### config.mk
export PLATFORM = sky130hd
export DESIGN_NAME = bcc_core
export DESIGN_NICKNAME = d
export VERILOG_FILES = /design/src/rtl/bcc_pkg.sv /design/src/rtl/bcc_core.sv
export SDC_FILE = /design/constraint.sdc
export NUM_CORES = 1
export LEC_CHECK = 0
export BUFFER_PORTS_ARGS = -buffer_cell sky130_fd_sc_hd__buf_2
export CAP_MARGIN = 15
export CORE_MARGIN = 3
export CORE_UTILIZATION = 30
export CTS_CLUSTER_SIZE = 8
export DETAILED_ROUTE_END_ITERATION = 12
export PLACE_DENSITY = 0.61
export SLEW_MARGIN = 20
export SYNTH_ARGS = -nofsm -noshare
export SYNTH_HDL_FRONTEND = slang
export SYNTH_SLANG_ARGS = --single-unit
### constraint.sdc
create_clock -name clk_i -period 6.5 [get_ports clk_i]
set_input_delay 0.65 -clock clk_i [delete_from_list [all_inputs] [get_ports clk_i]]
set_output_delay 0.65 -clock clk_i [all_outputs]
set_load 0.02 [all_outputs]
### src/rtl/bcc_pkg.sv
// shared types and constants for the battery charge-control block
package bcc_pkg;

  // measurement scaling
  localparam logic [7:0]  SOC_FULL   = 8'h80;   // relative soc, 128 = 100 %
  localparam logic [7:0]  PCT_FULL   = 8'h64;   // percent, 100 = 100 %
  localparam logic [15:0] TEMP_SCALE = 16'h000a; // coded temp per degree
  localparam logic [15:0] TEMP_OFFS  = 16'h00c8; // coded value at 0 degrees
  localparam logic [15:0] PEAK_RST   = 16'h0000; // peak record after reset
  localparam logic [7:0]  CNT_RST    = 8'h00;    // counter reset value
  localparam logic [7:0]  ONE8       = 8'h01;    // counter step

  // stored thresholds, read from the parameter store
  typedef struct packed {
    logic [15:0] full_charge_current;
    logic [15:0] trickle_charge_current;
    logic [15:0] charge_high_temp_limit;
    logic [15:0] charge_low_temp_limit;
    logic [15:0] normal_charge_voltage;
    logic [15:0] charge_done_voltage;
    logic [7:0]  full_flag_clear_level;
    logic [7:0]  empty_flag_clear_level;
    logic [15:0] discharge_high_temp_limit;
    logic [7:0]  temp_end_soc_value;
    logic [7:0]  end_temp_rise_step;
    logic [7:0]  end_volt_drop_step;
    logic [7:0]  overcharge_current_ceiling;
    logic [15:0] volt_drop_min_current;
    logic [7:0]  soc_ceiling;
    logic [7:0]  end_check_holdoff;
    logic [7:0]  end_sample_interval;
    logic [15:0] precharge_nominal_current;
    logic [15:0] precharge_current_ceiling;
    logic [15:0] precharge_temp_limit;
    logic [15:0] precharge_pack_volt_limit;
    logic [15:0] alarm_release_voltage;
    logic [7:0]  soc_error_clamp_range;
  } bcc_cfg_t;

  // one set of converted measurements
  typedef struct packed {
    logic        valid;     // one-cycle strobe per period
    logic [15:0] temp_int;  // coded internal temperature
    logic [15:0] temp_ext;  // coded external temperature
    logic        ext_sel;   // use the external sensor
    logic [15:0] pack_mv;   // pack voltage
    logic [15:0] cur_ma;    // charge current, signed
    logic [7:0]  soc_rel;   // relative soc, 128 = 100 %
    logic [7:0]  rem_pct;   // remaining capacity, 100 = 100 %
    logic [7:0]  soc_err;   // raw soc error
  } bcc_meas_t;

  // charge sequence
  typedef enum logic [1:0] {
    CHG_IDLE  = 2'b00,
    CHG_HOLD  = 2'b01,
    CHG_WATCH = 2'b11,
    CHG_DONE  = 2'b10
  } bcc_chg_t;

  // temperature in whole degrees to coded form
  function automatic logic [15:0] bcc_code(input logic [15:0] deg);
    bcc_code = 16'(deg * TEMP_SCALE + TEMP_OFFS);
  endfunction

endpackage

### src/rtl/bcc_core.sv
// charge-control decision logic of a nickel battery manager
// Summary of operation
// RQ1: charging over high limit: trickle, done voltage
// RQ2: temperatures coded as celsius times ten plus 200
// RQ3: charging under low limit: trickle, done voltage
// RQ4: discharging over limit: trickle, done voltage
// RQ5: full flag clears below clear level
// RQ6: empty flag clears above clear level
// RQ7: temperature end loads stored soc value
// RQ8: temperature rise per sample ends charge
// RQ9: voltage drop per sample ends charge
// RQ10: voltage drop checked only at or above minimum current
// RQ11: overcharge checked only at or below current ceiling
// RQ12: reported soc clamped to stored ceiling; the temperature end load of RQ7 is not clamped
// RQ13: keep highest temperature of both sensors
// RQ14: hold off end checks after charge start
// RQ15: end samples spaced by stored period count
// RQ16: precharge below precharge temperature
// RQ17: precharge below precharge pack voltage
// RQ18: alarm cleared by pack voltage threshold
// RQ19: soc error zero inside stored range
// RQ20: full current broadcast and readable
// RQ21: charge complete requests done voltage
// RQ22: charger delivers trickle when halted
// RQ23: everything evaluated once per measurement period; charger stop, outside sets and peak writes act at once
`timescale 1ns/1ps
module bcc_core (
  input  wire logic              clk_i,
  input  wire logic              nrst_i,
  input  wire bcc_pkg::bcc_cfg_t  cfg_i,
  input  wire bcc_pkg::bcc_meas_t meas_i,
  input  wire logic              charging_i,
  input  wire logic              discharging_i,
  input  wire logic              empty_set_i,
  input  wire logic              alarm_set_i,
  input  wire logic              peak_wr_i,
  input  wire logic [15:0]       peak_wdata_i,
  output logic [15:0]            req_current_o,
  output logic [15:0]            req_voltage_o,
  output logic [15:0]            full_current_o,
  output logic                   full_flag_o,
  output logic                   empty_flag_o,
  output logic                   alarm_o,
  output logic                   precharge_o,
  output logic                   eoc_temp_o,
  output logic                   eoc_volt_o,
  output logic                   eoc_over_o,
  output logic                   soc_load_o,
  output logic [7:0]             soc_o,
  output logic [7:0]             soc_err_o,
  output logic [15:0]            peak_temp_o,
  output logic [1:0]             chg_state_o
);
  import bcc_pkg::*;

  // whole state of the block
  typedef struct packed {
    bcc_chg_t    st;        // charge sequence
    logic [7:0]  per_cnt;   // periods since last sample
    logic [7:0]  hold_cnt;  // samples since charge start
    logic [15:0] prev_t;    // temperature at last sample
    logic [15:0] prev_v;    // pack voltage at last sample
    logic [15:0] peak;      // highest coded temperature
    logic        full;      // fully charged flag
    logic        empty;     // fully discharged flag
    logic        alarm;     // terminate charge alarm
    logic        pre;       // precharge selected
    logic        e_temp;    // temperature end seen
    logic        e_volt;    // voltage drop end seen
    logic        e_over;    // overcharge end seen
    logic        soc_ld;    // soc load pulse
    logic [7:0]  soc;       // reported soc
    logic [7:0]  err;       // reported soc error
    logic [15:0] req_i;     // requested current
    logic [15:0] req_v;     // requested voltage
  } bcc_state_t;

  bcc_state_t s_q;          // registered state
  bcc_state_t s_d;          // next state

  // working terms, all driven by the process below
  logic [15:0] temp;        // temperature in use
  logic [15:0] hi_tmp;      // larger of both sensors
  logic        sample;      // end-detection sample this period
  logic [16:0] rise;        // temperature rise since sample
  logic [16:0] drop;        // voltage drop since sample
  logic        hot_cold;    // temperature outside limits
  logic        dv_ok;       // current high enough for drop test
  logic        ov_ok;       // current low enough for overcharge
  logic        end_t;       // temperature end condition
  logic        end_v;       // voltage drop end condition
  logic        end_o;       // overcharge end condition
  logic [7:0]  span;        // sample spacing, zero read as one

  // next-state logic; measurement decisions wait for the period strobe, charger stop, outside sets and peak writes do not
  always_comb begin
    s_d      = s_q;
    s_d.soc_ld = 1'b0;
    temp     = meas_i.ext_sel ? meas_i.temp_ext : meas_i.temp_int;
    hi_tmp   = (meas_i.temp_ext > meas_i.temp_int) ?
               meas_i.temp_ext : meas_i.temp_int;
    span     = (cfg_i.end_sample_interval == CNT_RST) ?
               ONE8 : cfg_i.end_sample_interval;
    sample   = meas_i.valid && (8'(s_q.per_cnt + ONE8) >= span); // RQ15
    // signed difference against the stored sample, in coded units
    rise     = 17'({1'b0, temp} - {1'b0, s_q.prev_t}); // RQ2
    drop     = 17'({1'b0, s_q.prev_v} - {1'b0, meas_i.pack_mv});
    dv_ok    = $signed(meas_i.cur_ma) >=
               $signed(cfg_i.volt_drop_min_current); // RQ10
    ov_ok    = $signed(meas_i.cur_ma) <=
               $signed({8'h00, cfg_i.overcharge_current_ceiling}); // RQ11
    // a negative difference shows as a set top bit and never ends charge
    end_t    = !rise[16] && (rise[15:0] >=
               {8'h00, cfg_i.end_temp_rise_step}); // RQ8
    end_v    = dv_ok && !drop[16] && (drop[15:0] >=
               {8'h00, cfg_i.end_volt_drop_step}); // RQ9 RQ10
    end_o    = ov_ok && (meas_i.soc_rel >= cfg_i.soc_ceiling); // RQ11
    hot_cold = (charging_i &&
                (temp > cfg_i.charge_high_temp_limit || // RQ1
                 temp < cfg_i.charge_low_temp_limit)) || // RQ3
               (discharging_i &&
                temp > cfg_i.discharge_high_temp_limit); // RQ4

    if (meas_i.valid) begin // RQ23
      // period counter restarts at every sample
      s_d.per_cnt = sample ? CNT_RST : 8'(s_q.per_cnt + ONE8); // RQ15

      // peak record follows either sensor upward
      if (hi_tmp > s_q.peak) begin
        s_d.peak = hi_tmp; // RQ13
      end

      // precharge by cold pack or low pack voltage
      s_d.pre = charging_i &&
                (temp < cfg_i.precharge_temp_limit || // RQ16
                 meas_i.pack_mv < cfg_i.precharge_pack_volt_limit); // RQ17

      // reported soc clamped to the ceiling here; the temperature end load below is not clamped
      s_d.soc = (meas_i.soc_rel > cfg_i.soc_ceiling) ?
                cfg_i.soc_ceiling : meas_i.soc_rel; // RQ12

      // soc error forced to zero inside the clamp range
      s_d.err = (meas_i.soc_rel <= cfg_i.soc_error_clamp_range) ?
                8'h00 : meas_i.soc_err; // RQ19

      // flags clear on level; a set in the same cycle wins below
      if (meas_i.rem_pct < cfg_i.full_flag_clear_level) begin
        s_d.full = 1'b0; // RQ5
      end
      if (meas_i.rem_pct > cfg_i.empty_flag_clear_level) begin
        s_d.empty = 1'b0; // RQ6
      end
      if (meas_i.pack_mv < cfg_i.alarm_release_voltage) begin
        s_d.alarm = 1'b0; // RQ18
      end
    end

    // charge sequence
    unique case (s_q.st)
      CHG_IDLE: begin
        // start of charge: reference sample taken now
        if (charging_i && meas_i.valid) begin
          s_d.st       = CHG_HOLD;
          s_d.hold_cnt = CNT_RST;
          s_d.per_cnt  = CNT_RST;
          s_d.prev_t   = temp;
          s_d.prev_v   = meas_i.pack_mv;
          s_d.e_temp   = 1'b0;
          s_d.e_volt   = 1'b0;
          s_d.e_over   = 1'b0;
        end
      end
      CHG_HOLD: begin
        // wait out the hold-off before any end test
        if (!charging_i) begin
          s_d.st = CHG_IDLE;
        end else if (sample) begin
          s_d.prev_t   = temp;
          s_d.prev_v   = meas_i.pack_mv;
          s_d.hold_cnt = 8'(s_q.hold_cnt + ONE8);
          if (8'(s_q.hold_cnt + ONE8) >= cfg_i.end_check_holdoff) begin
            s_d.st = CHG_WATCH; // RQ14
          end
        end
      end
      CHG_WATCH: begin
        // end tests once per sample, full flag stops further checks
        if (!charging_i) begin
          s_d.st = CHG_IDLE;
        end else if (sample) begin
          s_d.prev_t = temp;
          s_d.prev_v = meas_i.pack_mv;
          if (!s_q.full && (end_t || end_v || end_o)) begin // RQ5
            s_d.st     = CHG_DONE;
            s_d.full   = 1'b1;
            s_d.e_temp = end_t;
            s_d.e_volt = end_v;
            s_d.e_over = end_o;
            if (end_t) begin
              s_d.soc    = cfg_i.temp_end_soc_value; // RQ7
              s_d.soc_ld = 1'b1; // RQ7
            end
          end
        end
      end
      CHG_DONE: begin
        // hold done until the charger stops
        if (!charging_i) begin
          s_d.st = CHG_IDLE;
        end
      end
    endcase

    // outside events set over any clear in the same cycle
    if (empty_set_i) begin
      s_d.empty = 1'b1;
    end
    if (alarm_set_i) begin
      s_d.alarm = 1'b1;
    end
    // software load of the peak record
    if (peak_wr_i) begin
      s_d.peak = peak_wdata_i;
    end

    // requested current and voltage, refreshed each period
    if (meas_i.valid) begin // RQ23
      if (s_d.st == CHG_DONE) begin
        // complete: trickle current and done voltage
        s_d.req_i = cfg_i.trickle_charge_current;
        s_d.req_v = cfg_i.charge_done_voltage; // RQ21
      end else if (hot_cold) begin
        // temperature halt; charger is left with trickle only
        s_d.req_i = cfg_i.trickle_charge_current; // RQ1 RQ3 RQ4 RQ22
        s_d.req_v = cfg_i.charge_done_voltage; // RQ1 RQ3 RQ4
      end else if (s_d.pre) begin
        // precharge current never above its ceiling
        s_d.req_i = (cfg_i.precharge_nominal_current >
                     cfg_i.precharge_current_ceiling) ?
                    cfg_i.precharge_current_ceiling :
                    cfg_i.precharge_nominal_current; // RQ16 RQ17
        s_d.req_v = cfg_i.normal_charge_voltage;
      end else begin
        // normal charge
        s_d.req_i = cfg_i.full_charge_current; // RQ20
        s_d.req_v = cfg_i.normal_charge_voltage;
      end
    end
  end

  // single state register, synchronous active-low reset
  always_ff @(posedge clk_i) begin
    if (!nrst_i) begin
      s_q.st       <= CHG_IDLE;
      s_q.per_cnt  <= CNT_RST;
      s_q.hold_cnt <= CNT_RST;
      s_q.prev_t   <= 16'h0000;
      s_q.prev_v   <= 16'h0000;
      s_q.peak     <= PEAK_RST;
      s_q.full     <= 1'b0;
      s_q.empty    <= 1'b0;
      s_q.alarm    <= 1'b0;
      s_q.pre      <= 1'b0;
      s_q.e_temp   <= 1'b0;
      s_q.e_volt   <= 1'b0;
      s_q.e_over   <= 1'b0;
      s_q.soc_ld   <= 1'b0;
      s_q.soc      <= 8'h00;
      s_q.err      <= 8'h00;
      s_q.req_i    <= 16'h0000;
      s_q.req_v    <= 16'h0000;
    end else begin
      s_q <= s_d;
    end
  end

  // outputs straight from the state register, except full_current_o taken from cfg_i
  assign req_current_o  = s_q.req_i;
  assign req_voltage_o  = s_q.req_v;
  // full current is offered to charger and host alike
  assign full_current_o = cfg_i.full_charge_current; // RQ20
  assign full_flag_o    = s_q.full;
  assign empty_flag_o   = s_q.empty;
  assign alarm_o        = s_q.alarm;
  assign precharge_o    = s_q.pre;
  assign eoc_temp_o     = s_q.e_temp;
  assign eoc_volt_o     = s_q.e_volt;
  assign eoc_over_o     = s_q.e_over;
  assign soc_load_o     = s_q.soc_ld;
  assign soc_o          = s_q.soc;
  assign soc_err_o      = s_q.err;
  assign peak_temp_o    = s_q.peak;
  assign chg_state_o    = s_q.st;

endmodule // bcc_core

### Yosys cells after proc, flatten, opt, wreduce, memory -nomap -nowiden

Index checks and enable logic that the tools add are counted.
Widths: inputs -> output; s select.

* flip-flop bits (word level): 122
* latch bits: 0
* RAM bits: 0
* bits in read-only memories: 0
* bits of input ports: 401
* output and inout bits: 90
* word-level logic and storage cells: 135
* memories kept: 0

* add/subtract/negate cells: 4
* $mul: 0
* divide/modulo/power cells: 0
* order comparisons: 20
* equal/unequal tests: 10
* shift-type cells: 0
* muxes and demuxes: 47
* bitwise operators: 0
* reductions and logical operators: 36

Operators with widths (number)
* $mux 32: 5
* $mux 16: 6
* $pmux 32 s3: 1
* $gt 16x16->1: 5
* $mux 40: 2
* $lt 16x16->1: 4
* $mux 8: 7
* $mux 50: 1
* $mux 12: 3
* $sub 16x16->17: 2
* $ge 16x8->1: 2
* $ge 8x8->1: 3
* $mux 20: 1
* $add 8x1->8 const B: 2
* $ge 16x16->1: 1
* $gt 8x8->1: 2
* $le 16x9->1: 1
* $pmux 8 s2: 1
* $reduce_bool 2->1: 8
* $mux 2: 7
* $ne 2x2->1 const B: 6
* $logic_and 1x1->1: 10
* $reduce_and 5->1: 2
* $mux 1: 9
* other kinds (16): 26

### Longest topological paths before layout

Gate-level depths: netlist of run 1.

* depth after elaboration: 13
* depth in mapped cells: 24

### Worst setup path after synthesis of run 1

Ideal clock, no wire load.

* kind: input port to flip-flop
* from: input meas_i[82] (netlist bit)
* to: register s_q (netlist bit peak_temp_o[13])
* library setup time: 0.060 ns
* data arrival time: 4.777 ns
* data required time: 6.440 ns
* setup slack: 1.663 ns
* stages: 24
* buffers on the path: 2
* cells stage by stage: inv_1 ha_1 a21o_1 a21o_1 a21o_1 a21o_1 a21oi_1 o21ai_0 a21oi_1 a31oi_1 clkbuf_1 mux2_2 ha_1 nor2b_1 o21a_1 o21a_1 o21a_1 o21a_1 o21a_1 o21ai_0 a21oi_1 clkbuf_1 o41ai_1 a41o_1

* word-level cells in the longest chain between the ends: 5
* elaborated cells between the ends (all ways): 8

RTL lines
* from (decl): RTL line bcc_core.sv:31 `input wire bcc_pkg::bcc_meas_t meas_i,`
* $gt 16x16->1: RTL line bcc_core.sv:100 `hi_tmp = (meas_i.temp_ext > meas_i.temp_int) ?`
* $mux 16 (*): RTL line bcc_core.sv:100
* $gt 16x16->1 or $mux 16 (tied branches): RTL line bcc_core.sv:129 `if (hi_tmp > s_q.peak) begin`
* $reduce_bool 2->1 (no source line) or $mux 20 (tied branches)
* $reduce_and 2->1 (no source line) or $mux 16 (tied branches)
* to (decl): RTL line bcc_core.sv:78 `bcc_state_t s_q;`

Every way passes the cells marked *; elsewhere a longest branch is shown, timed or not. The select of a mux whose other input is x is not followed.
A chain may end at the register's enable or synchronous reset.

### Worst setup path after layout of run 1

* from: input meas_i[56] (netlist bit)
* to: register s_q (netlist bit req_current_o[6])

* word-level cells in the longest chain between the ends: 13
* elaborated cells between the ends (all ways): 27

RTL lines
* $mux 16 (*): RTL line bcc_core.sv:99 `temp = meas_i.ext_sel ? meas_i.temp_ext : meas_i.temp_int;`
* $sub 16x16->17: RTL line bcc_core.sv:106 `rise = 17'({1'b0, temp} - {1'b0, s_q.prev_t});`
* $ge 16x8->1 or $logic_not 1->1 (tied branches): RTL line bcc_core.sv:113 `end_t = !rise[16] && (rise[15:0] >=`
* $logic_and 1x1->1: RTL line bcc_core.sv:113
* $logic_or 1x1->1 (2 in series): RTL line bcc_core.sv:193 `if (!s_q.full && (end_t || end_v || end_o)) begin`
* $logic_and 1x1->1: RTL line bcc_core.sv:193
* $mux 2: RTL line bcc_core.sv:193
* $mux 2: RTL line bcc_core.sv:190 `end else if (sample) begin`
* $mux 2: RTL line bcc_core.sv:188 `if (!charging_i) begin`
* $pmux 2 s4: RTL line bcc_core.sv:159 `unique case (s_q.st)`
* $eq 2x2->1: RTL line bcc_core.sv:228 `if (s_d.st == CHG_DONE) begin`
* $mux 32 (*): RTL line bcc_core.sv:228

Marked as above.

==> results of run 1 <==
[state kept, by name, indices dropped and copies added (netlist names), 2 cells and up]
name,flops
soc_o,8
soc_err_o,8
chg_state_o,2
s_q,48
req_voltage_o,16
req_current_o,16
peak_temp_o,16
[stage by stage]
| step | total power [mW] | instances | hold slack [ns] | cell area (sq um) |
|---|---|---|---|---|
| finish | 3.02 | 2812 | 0.411 | 17200 |
| global route | 3.23 | 2811 | 0.419 | 17200 |
| CTS | 3.06 | 2808 | 0.358 | 17200 |
| detailed placement | 1.99 | 2776 | 0.465 | 16600 |
| global placement | 1.97 | 2776 | 0.458 | 16600 |
| floorplan | 1.64 | 1798 | 0.460 | 14200 |
[cells in the final DEF (no fill, tap or decap), types with 4 or more instances in the layout]
| cell | count |
|---|---|
| a22oi_1 | 8 |
| a41o_1 | 16 |
| nor2_1 | 119 |
| buf_4 | 29 |
| o31ai_1 | 5 |
| bufinv_16 | 4 |
| and3_1 | 6 |
| o22ai_1 | 5 |
| o211ai_1 | 13 |
| dfxtp_1 | 122 |
| nand2b_1 | 21 |
| or3_1 | 4 |
| o41ai_1 | 18 |
| nand3_1 | 39 |
| a2111oi_0 | 4 |
| clkbuf_16 | 17 |
| nor4_1 | 9 |
| mux2_2 | 47 |
| ha_1 | 262 |
| clkinvlp_4 | 5 |
| o21ai_0 | 134 |
| diode_2 | 4 |
| buf_2 | 490 |
| mux2i_1 | 51 |
| nor2b_1 | 15 |
| nand4_1 | 36 |
| o2111ai_1 | 8 |
| inv_1 | 274 |
| a211o_1 | 4 |
| xor2_1 | 21 |
| nor3_1 | 16 |
| or2_2 | 4 |
| nor3b_1 | 6 |
| a21o_1 | 46 |
| a31oi_1 | 40 |
| xnor2_1 | 18 |
| nand2_1 | 54 |
| o21a_1 | 22 |
| a21oi_1 | 126 |
| a211oi_1 | 16 |
[logic make-up (layout without fill, tap and decap cells)]
group                      count (synthesis)  count (layout)  synth area share (%)
AOI/OAI and AO/OA                        504             504                  23.2
muxes                                     98              98                  7.34
DFF                                      122             122                  17.2
xor gates and xnor gates                  39              39                  2.41
buffers and inverters                    425             828                  14.5
and+or+nand+nor                          346             346                  12.0
adders and majority gates                264             264                  23.4
other                                      0               4                     0
[path summary, 6_finish.rpt]
| path | to |
|---|---|
| setup / recovery | req_current_o[6] |
| hold / removal | empty_flag_o |
| setup reg to reg | req_current_o[6] |
| hold reg to reg | eoc_temp_o |
[metal layers]
layer / up-vias / GRT usage [%] / routed length, um / part of all wire [%]
li1: 7097 / - / - / -
met1: 6679 / 23.7 / 21500 / 43
met2: 480 / 33.5 / 23900 / 48
met3: 82 / 4.13 / 3040 / 6.1
met4: 6 / 6.87 / 1310 / 2.6
met5: - / 0 / 41 / 0.082
[power groups by stage]
stage	sequential [mW]	clock (mW)	combinational (mW)
after floorplan	0.833	0	0.804
after global placement	0.839	0	1.13
after detailed placement	0.840	0	1.15
after CTS	0.824	1.08	1.16
after global routing	0.829	1.10	1.30
final	0.825	1.04	1.16
[layout make-up]
cell class	count	area share (%)
diodes	4	0.0581
clock buffers	20	2.59
clock inverters	12	1.00
inverters	277	6.03
multi-input cells	1251	56.2
flip-flops and latches	122	14.2
well taps	607	4.41
repair buffers	519	15.5
[worst min-delay path, delay by kind of cell]
kind                   cells  cell delay (ns)
buffers and inverters      1             0.08
AND/OR/NAND/NOR            1             0.07
AO/OA/AOI/OAI              1             0.03
[synth_stat cells (4+ instances only)]
cell type	count
o22ai_1	5
o2111ai_1	8
nor3_1	16
a41o_1	16
nor4_1	9
o21ai_0	134
buf_2	6
nor3b_1	6
o41ai_1	18
or3_1	4
o21a_1	22
nor2_1	119
nand3_1	39
nand2b_1	21
a211o_1	4
mux2i_1	51
dfxtp_1	122
clkbuf_8	5
a22oi_1	8
clkdlybuf4s50_2	4
clkbuf_1	39
a21o_1	46
o211ai_1	13
mux2_2	47
a211oi_1	16
a21oi_1	127
xor2_1	21
or2_2	4
and3_1	6
a31oi_1	40
xnor2_1	18
nand4_1	36
nor2b_1	15
nand2_1	54
buf_4	84
inv_1	274
a2111oi_0	5
o31ai_1	5
ha_1	262
==> results.yml, run 1 <==
power_and_ir_drop:
  intPower_mw: 1.94
  p_sw_mw: 1.08
  pwr-share-clk_pct: 34.4
  power_density_mw_per_mm2: 175
  pwr-share-comb_pct: 38.3
  p_seq_share_pct: 27.3
  p_sw_share_pct: 35.7
  ir_worst_vdd_v: 0.000159
  power_leakage_nw: 9.22
timing:
  rsz0062_at_grt: "false"
  finalSetupViolations: 0
  slew_headroom_pct: 42.7
  finalMaxSlewViolations: 0
  period_share_pct: 83.5
  worstMarginPinSlew_ns: 0.858
  skew_ns: 0.0150
  fin_crit_ns: 5.43
  fin_tns_setup_ns: 0
  fmaxAchievable_mhz: 184
  fin_ws_ns: 1.07
  finalHoldViolCount: 0
floorplanning:
  core.rowCount: 79
  die-area_sq_mm: 0.0499
  start_util_pct: 30.4
  die-width_um: 223
  ioPinCount: 491
  die_y_um: 223
  core_area_sq_mm: 0.0467
placement:
  portBuffers: 490
  dp_hpwl_um: 41200
  place_congestion: 0.938
  post-place-ws_ns: 0.564
critical_path:
  crit_required_ns: 6.85
  ff2ff_path_depth: 17
  crit_cells: 19
  max_stage_delay_ns: 0.64
  r2r_slack_ns: 1.96
  crit_buf_inv: 2
  cp_slowest_cell: "o41ai_4"
  arrival_ns: 5.78
  crit_path_start: "meas_i[56]"
  end_kind: "register"
  reg2reg_from: "s_q[89]"
  crit_path_max_fanout: 32
  worstSetupStartpointType: "input port"
  path_delay_family: "compound AO/OA/AOI/OAI gates"
  critPathKind: "input port to register"
  path_cells: "buf_2 -> mux2i_1 -> inv_1 -> ha_1 -> nor2b_1 -> o2111ai_1 -> nand2_1 -> a21o_1 -> a21oi_1 -> xnor2_1 -> ha_1 -> a221oi_1 -> o31ai_1 -> a2111oi_2 -> nand4_1 -> o41ai_4 -> a31oi_4 -> o21ai_0 -> a21oi_1"
run_status:
  run_status: "finished, final reports clean"
logic_synthesis:
  synthArstFlopShare_pct: 0
  synth.area.top_cells: "ha_1, dfxtp_1, inv_1"
  post_synth.cell_area_avg_sq_um: 7.88
  ys.flop_type: "dfxtp_1"
  syn_nets: 2463
  seq_area_frac_synth_pct: 17.2
  synth_top_area_share_pct: 23.1
  synth_cells: 1798
  ys_warn_count: 0
  synth_area_sq_mm: 0.0142
  ys_types: 85
  ys_seq_elements: 122
  synth_edf_count: 0
  yosys.area.top_type: "ha_1"
cts:
  worst_skew_pair.late_latency_ns: 0.47
  cts-buffers-inserted: 17
  cts_hold_buf: 0
  cts_setup_buffers: 0
  cts_sinks: 122
  htree_levels: 4
  cts_max_path_buffers: 2
  clock-root-buffer: "clkbuf_16"
  tritoncts: "yes"
  clk_pin_slew_ns: 0.06
  cts_resized: 0
worst_hold_path:
  hold_path_depth: 3
  hold_path_class: "input port to register"
  worstHoldStart: "empty_set_i"
layout:
  n_fill_cell: 4901
  drive_gt1_share_pct: 28.5
  nets: 2853
  utilization_pct: 36.9
  syn_to_final_growth_pct: 21.6
  seqCellArea_sq_mm: 0.00244
  multiInputGateArea_sq_mm: 0.00969
route:
  drc: 0
  drt-wirelength-per-cell_um: 17.7
  drtAntennaViolNets: 0
  num_vias: 14344
  wl_um: 49800
  first_iter_violations: 744
  vias_per_cell: 5.10
  firstDrtPassIters: 5
grt:
  antenna_found_initial: 8
  grt_pass1_vias: 14194
  grt_overflow_total: 0
  grt_pass1_wl_um: 76200
  grt_max_degree: 64
  grt_util_all_layers_pct: 19.4
run:
  maxCapViolations: 0
Power figures use the tool's default switching activity.
==> run 2, diff against run 1 <==
clock period = 5.5 ns   (was 6.5 ns; I/O delays follow)
==> run 2 against run 1 <==
Against the previous run:
- clock-buffer cell count grew 2
- sequential cell count is the same
- hold slack lost 0.10 ns
- clock skew shrank 0.0014 ns
- die area is the same
- sequential share of layout area shrank 0.064 points
- global-route usage grew 0.20 points
- via count grew 0.66%
- register-to-register slack lost 0.76 ns
- critical path depth grew 1
- routed wire length grew 1.7%
- largest cell class unchanged
- highest routed layer unchanged
==> results.yml, run 2 (same netlist as run 1, synthesis figures left out) <==
critical_path:
  crit_required_ns: 5.84
  end_kind: "register"
  critPathKind: "input port to register"
  r2r-end: "req_current_o[6]"
  reg2reg_from: "s_q[72]"
  r2r_slack_ns: 1.20
  cp_slowest_cell: "buf_2"
  arrival_ns: 5.25
  crit_buf_inv: 3
  crit_path_start: "meas_i[56]"
  ff2ff_path_depth: 17
  crit_path_max_fanout: 32
  max_stage_delay_ns: 0.39
  path_delay_family: "compound AO/OA/AOI/OAI gates"
  path_cells: "buf_2 -> mux2i_1 -> inv_1 -> ha_1 -> nor2b_1 -> o2111ai_1 -> nand2_1 -> a21o_1 -> a21oi_1 -> xnor2_1 -> ha_1 -> a221oi_1 -> o31ai_1 -> a2111oi_2 -> nand4_1 -> o41ai_4 -> buf_4 -> a31oi_4 -> o21ai_0 -> a21oi_1"
  worstSetupStartpointType: "input port"
route:
  wl_um: 50700
  top_layer: "met5"
  wl_met3_um: 3510
  first_iter_violations: 676
  num_vias: 14439
  vias_per_cell: 5.13
  m1WireLength_um: 21500
  drtAntennaViolNets: 0
  drc: 0
  firstDrtPassIters: 6
  wl_met2_um: 23900
  drt-wirelength-per-cell_um: 18.0
timing:
  fin_tns_setup_ns: 0
  timing.hold.ws_ns: 0.307
  worstMarginPinSlew_ns: 0.864
  period_share_pct: 89.2
  finalSetupViolations: 0
  rsz0062_at_grt: "false"
  skew_ns: 0.0135
  fmaxAchievable_mhz: 204
  finalMaxSlewViolations: 0
  slew_headroom_pct: 42.3
  fin_crit_ns: 4.90
  finalHoldViolCount: 0
worst_hold_path:
  min_to: "empty_flag_o"
  hold_path_depth: 3
  worstHoldStart: "empty_set_i"
  hold_path_class: "input port to register"
layout:
  syn_to_final_growth_pct: 22.2
  largest_register: "s_q"
  largest_reg_flops: 48
  final_cell_mix: "buf_2, inv_1, ha_1"
  nets: 2857
  drive_gt1_share_pct: 28.7
  n_fill_cell: 4835
  stdcell_area_sq_mm: 0.0173
  final_common_cell: "buf_2"
floorplanning:
  core_area_sq_mm: 0.0467
  core.rowCount: 79
  start_util_pct: 30.4
  die-width_um: 223
  die_y_um: 223
  die-area_sq_mm: 0.0499
  ioPinCount: 491
cts:
  cts_setup_buffers: 0
  cts_hold_buf: 0
  cts_max_path_buffers: 2
  worst_skew_pair.late_latency_ns: 0.47
  cts-buffers-inserted: 17
  cts_resized: 0
  htree_levels: 4
  clock-root-buffer: "clkbuf_16"
  cts_sinks: 122
  tritoncts: "yes"
  clk_pin_slew_ns: 0.06
power_and_ir_drop:
  power_leakage_nw: 9.28
  ir_worst_vdd_v: 0.000223
  power_density_mw_per_mm2: 212
placement:
  place_area_sq_mm: 0.0166
  place_congestion: 0.938
  portBuffers: 490
  dp_hpwl_um: 41800
grt:
  grt_max_degree: 61
  grt_pass1_vias: 14207
  grt_pass1_wl_um: 76500
  antenna_found_initial: 7
  grt_overflow_total: 0
  grt_util_all_layers_pct: 19.6
run_status:
  run_status: "finished, final reports clean"
run:
  maxCapViolations: 0
[run 2: final cells by class]
cell class / instances / area (sq um) / share of cell area [%]
multi-input cells: 1251 / 9690 / 56.0
repair buffers: 523 / 2700 / 15.6
flip-flops and latches: 122 / 2440 / 14.1
inverters: 277 / 1040 / 6.01
well taps: 607 / 759 / 4.39
clock buffers: 22 / 484 / 2.80
clock inverters: 10 / 186 / 1.08
diodes: 3 / 7.51 / 0.0434
[run 2: how the worst max path moves through the flow]
stage | end | slack [ns] | cells past startpoint
6_report | req_current_o[6] | 0.60 | 20
5_1_grt | req_current_o[6] | 0.30 | 20
2_1_floorplan | peak_temp_o[13] | 0.76 | 24
3_5_place_dp | soc_o[0] | 0.13 | 20
4_1_cts | soc_o[0] | 0.63 | 20
3_3_place_gp | soc_o[5] | 0.30 | 20
[run 2: per-stage QoR]
step                      worst slack [ns]  utilization, %  power, mW  cells
after CTS                            0.634            37.1       3.71   2812
after global routing                 0.298            37.1       3.90   2814
after global placement               0.297            35.7       2.33   2780
after floorplan                      0.763               -       1.93   1798
final                                0.595            37.1       3.67   2815
after detailed placement             0.127            35.7       2.37   2780
[run 2: worst reg2reg max path, stage by stage (launching register included)]
cell and delay, ns:
dfxtp_1 0.33, inv_1 0.05, ha_1 0.20, fa_1 0.41, nand2b_1 0.18, a21oi_1 0.39, nor2_1 0.13, xnor2_1 0.18
ha_1 0.26, o21ai_0 0.18, o22ai_1 0.10, a21oi_1 0.14, o211ai_1 0.11, nor4_1 0.32, a41o_2 0.37, a31oi_4 0.34
o21ai_0 0.39, a21oi_1 0.11
[run 2: report_power, final]
group	total, mW	internal (mW)	switching, mW
clock network	1.31	0.852	0.458
logic	1.38	0.597	0.786
registers	0.975	0.942	0.0332
total	3.67	2.39	1.28
[run 2: routing by layer]
layer  vias to the layer above  GRT usage, %
met5                         -             0
met4                         8          7.72
met3                        83          5.13
met2                       502          33.0
met1                      6731          23.8
li1                       7115             -
==> run 3, diff against run 2 <==
CORE_AREA = 3 3 190 192   (was unset)
CORE_MARGIN = unset   (was 3)
CORE_UTILIZATION = unset   (was 30)
DIE_AREA = 0 0 193 195   (was unset)
PLACE_DENSITY = 0.76   (was 0.61)
==> run 3 against run 2 <==
Against the previous run:
- core utilization is 12 points higher
- routed wire length is 4.0% lower
- via count is 1.3% higher
- die area is 25% lower
- power is 3.3% lower
- cell count is 5.3% lower
- combinational power hardly changed
- register-to-register slack better by 0.09 ns
- critical path depth stayed put
- global-route usage is 5.2 points higher
- sequential cell count stayed put
- hold slack better by 0.039 ns
==> results.yml, run 3 (same netlist as run 1, synthesis figures left out) <==
run_status:
  run_status: "finished, final reports clean"
critical_path:
  path_cells: "buf_2 -> mux2i_1 -> inv_1 -> ha_1 -> nor2b_1 -> o2111ai_1 -> nand2_1 -> a21o_1 -> a21oi_1 -> xnor2_1 -> ha_1 -> a221oi_1 -> o31ai_1 -> a2111oi_2 -> nand4_1 -> o41ai_4 -> buf_4 -> or2_1 -> mux2i_1 -> nor2_1"
  worstSetupStartpointType: "input port"
  arrival_ns: 4.85
  cp_slowest_cell: "or2_1"
  end_kind: "register"
  crit_path_max_fanout: 11
  crit_required_ns: 5.81
  critPathKind: "input port to register"
  max_stage_delay_ns: 0.43
power_and_ir_drop:
  power_mw: 3.55
  p_sw_mw: 1.28
  power_leakage_nw: 9.23
  p_sw_share_pct: 36.2
  pwr-share-comb_pct: 39.0
  ir_worst_vdd_v: 0.000222
  p_seq_share_pct: 27.5
  power_density_mw_per_mm2: 208
  pwr-share-clk_pct: 33.5
  intPower_mw: 2.26
route:
  firstDrtPassIters: 5
  drt-wirelength-per-cell_um: 18.3
  vias_per_cell: 5.49
  drc: 0
  first_iter_violations: 834
  wl_um: 48600
  drtAntennaViolNets: 0
  num_vias: 14628
timing:
  fmaxAchievable_mhz: 220
  rsz0062_at_grt: "false"
  skew_ns: 0.0135
  fin_ws_ns: 0.959
  fin_tns_setup_ns: 0
  finalMaxSlewViolations: 0
  fin_crit_ns: 4.54
  finalSetupViolations: 0
  slew_headroom_pct: 38.0
  period_share_pct: 82.6
  finalHoldViolCount: 0
  worstMarginPinSlew_ns: 0.929
grt:
  grt_max_degree: 71
  grt_overflow_total: 0
  antenna_found_initial: 10
  grt_pass1_wl_um: 74500
  grt_pass1_vias: 14471
  grt_util_all_layers_pct: 24.7
floorplanning:
  ioPinCount: 491
  die_y_um: 195
  die-width_um: 193
  die-area_sq_mm: 0.0376
  start_util_pct: 41.0
  core_area_sq_mm: 0.0345
  core.rowCount: 68
placement:
  dp_hpwl_um: 39800
  portBuffers: 490
  post-place-ws_ns: 0.533
  place_congestion: 0.969
cts:
  clock-root-buffer: "clkbuf_16"
  tritoncts: "yes"
  htree_levels: 4
  cts_hold_buf: 0
  cts_sinks: 122
  cts-buffers-inserted: 17
  worst_skew_pair.late_latency_ns: 0.44
  cts_resized: 0
  cts_max_path_buffers: 2
  clk_pin_slew_ns: 0.06
  cts_setup_buffers: 0
layout:
  largest_reg_flops: 48
  nets: 2854
  largest_register: "s_q"
  final_common_cell: "buf_2"
  final_cell_mix: "buf_2, inv_1, ha_1"
  drive_gt1_share_pct: 28.6
  seqCellArea_sq_mm: 0.00244
  n_fill_cell: 3436
  multiInputGateArea_sq_mm: 0.00969
  syn_to_final_growth_pct: 20.4
run:
  maxCapViolations: 0
worst_hold_path:
  hold_path_class: "input port to register"
-- run 3: cell count changes in the layout (fill, tap and decap cells not counted) --
cell        delta
diode_2        +5
buf_4          -4
clkbuf_8       -4
clkinvlp_4     +4
inv_6          +4
bufinv_16      -2
clkinv_2       -2
buf_12         +1
clkinv_4       -1
inv_8          +1
-- run 3: area by class of cell --
type                       count  share of cell area (%)
antenna                        8                   0.117
clock buffer                  18                    2.51
clock inverter                14                    1.08
inverter                     277                    6.09
multi-input combinational   1251                    56.8
sequential                   122                    14.3
tap                          455                    3.34
timing repair buffer         520                    15.8
-- run 3: routing by layer --
| layer | up-vias | track usage (%) | share of wire [%] |
|---|---|---|---|
| met5 | - | 0 | 0.053 |
| met4 | 4 | 10.7 | 4.0 |
| met3 | 125 | 6.14 | 7.9 |
| met2 | 597 | 41.2 | 47 |
| met1 | 6799 | 30.2 | 41 |
| li1 | 7103 | - | - |
-- run 3: worst paths after layout --
check | end | slack (ns) | startpoint | cells after the start
min | soc_err_o[5] | 0.35 | meas_i[5] | 3
max | soc_o[1] | 0.96 | meas_i[56] | 20
min reg2reg | s_q[93] | 0.50 | s_q[93] | 2
max reg2reg | soc_o[1] | 1.29 | s_q[89] | 18
-- run 3: through the flow --
stage / instances / area (sq um) / util, % / hold slack [ns]
finish: 2665 / 17100 / 49.4 / 0.345
global route: 2665 / 17100 / 49.4 / 0.337
CTS: 2657 / 17000 / 49.4 / 0.320
detailed placement: 2625 / 16400 / 47.6 / 0.479
global placement: 2625 / 16400 / 47.6 / 0.466
floorplan: 1798 / 14200 / - / 0.460
-- run 3: worst max-delay path: cells and delay by family --
family,cells,cell delay [ns]
buffers and inverters,3,0.54
AND/OR/NAND/NOR,5,1.01
AO/OA/AOI/OAI,7,1.45
multiplexers,2,0.60
adder cells (fa/ha/maj),2,0.54
XOR/XNOR,1,0.15
-- run 3: power groups by stage --
stage / sequential (mW) / combinational (mW) / clock (mW)
after floorplan: 0.985 / 0.950 / 0
after global placement: 0.992 / 1.32 / 0
after detailed placement: 0.992 / 1.36 / 0
after CTS: 0.974 / 1.37 / 1.22
after global routing: 0.980 / 1.54 / 1.26
final: 0.975 / 1.38 / 1.19
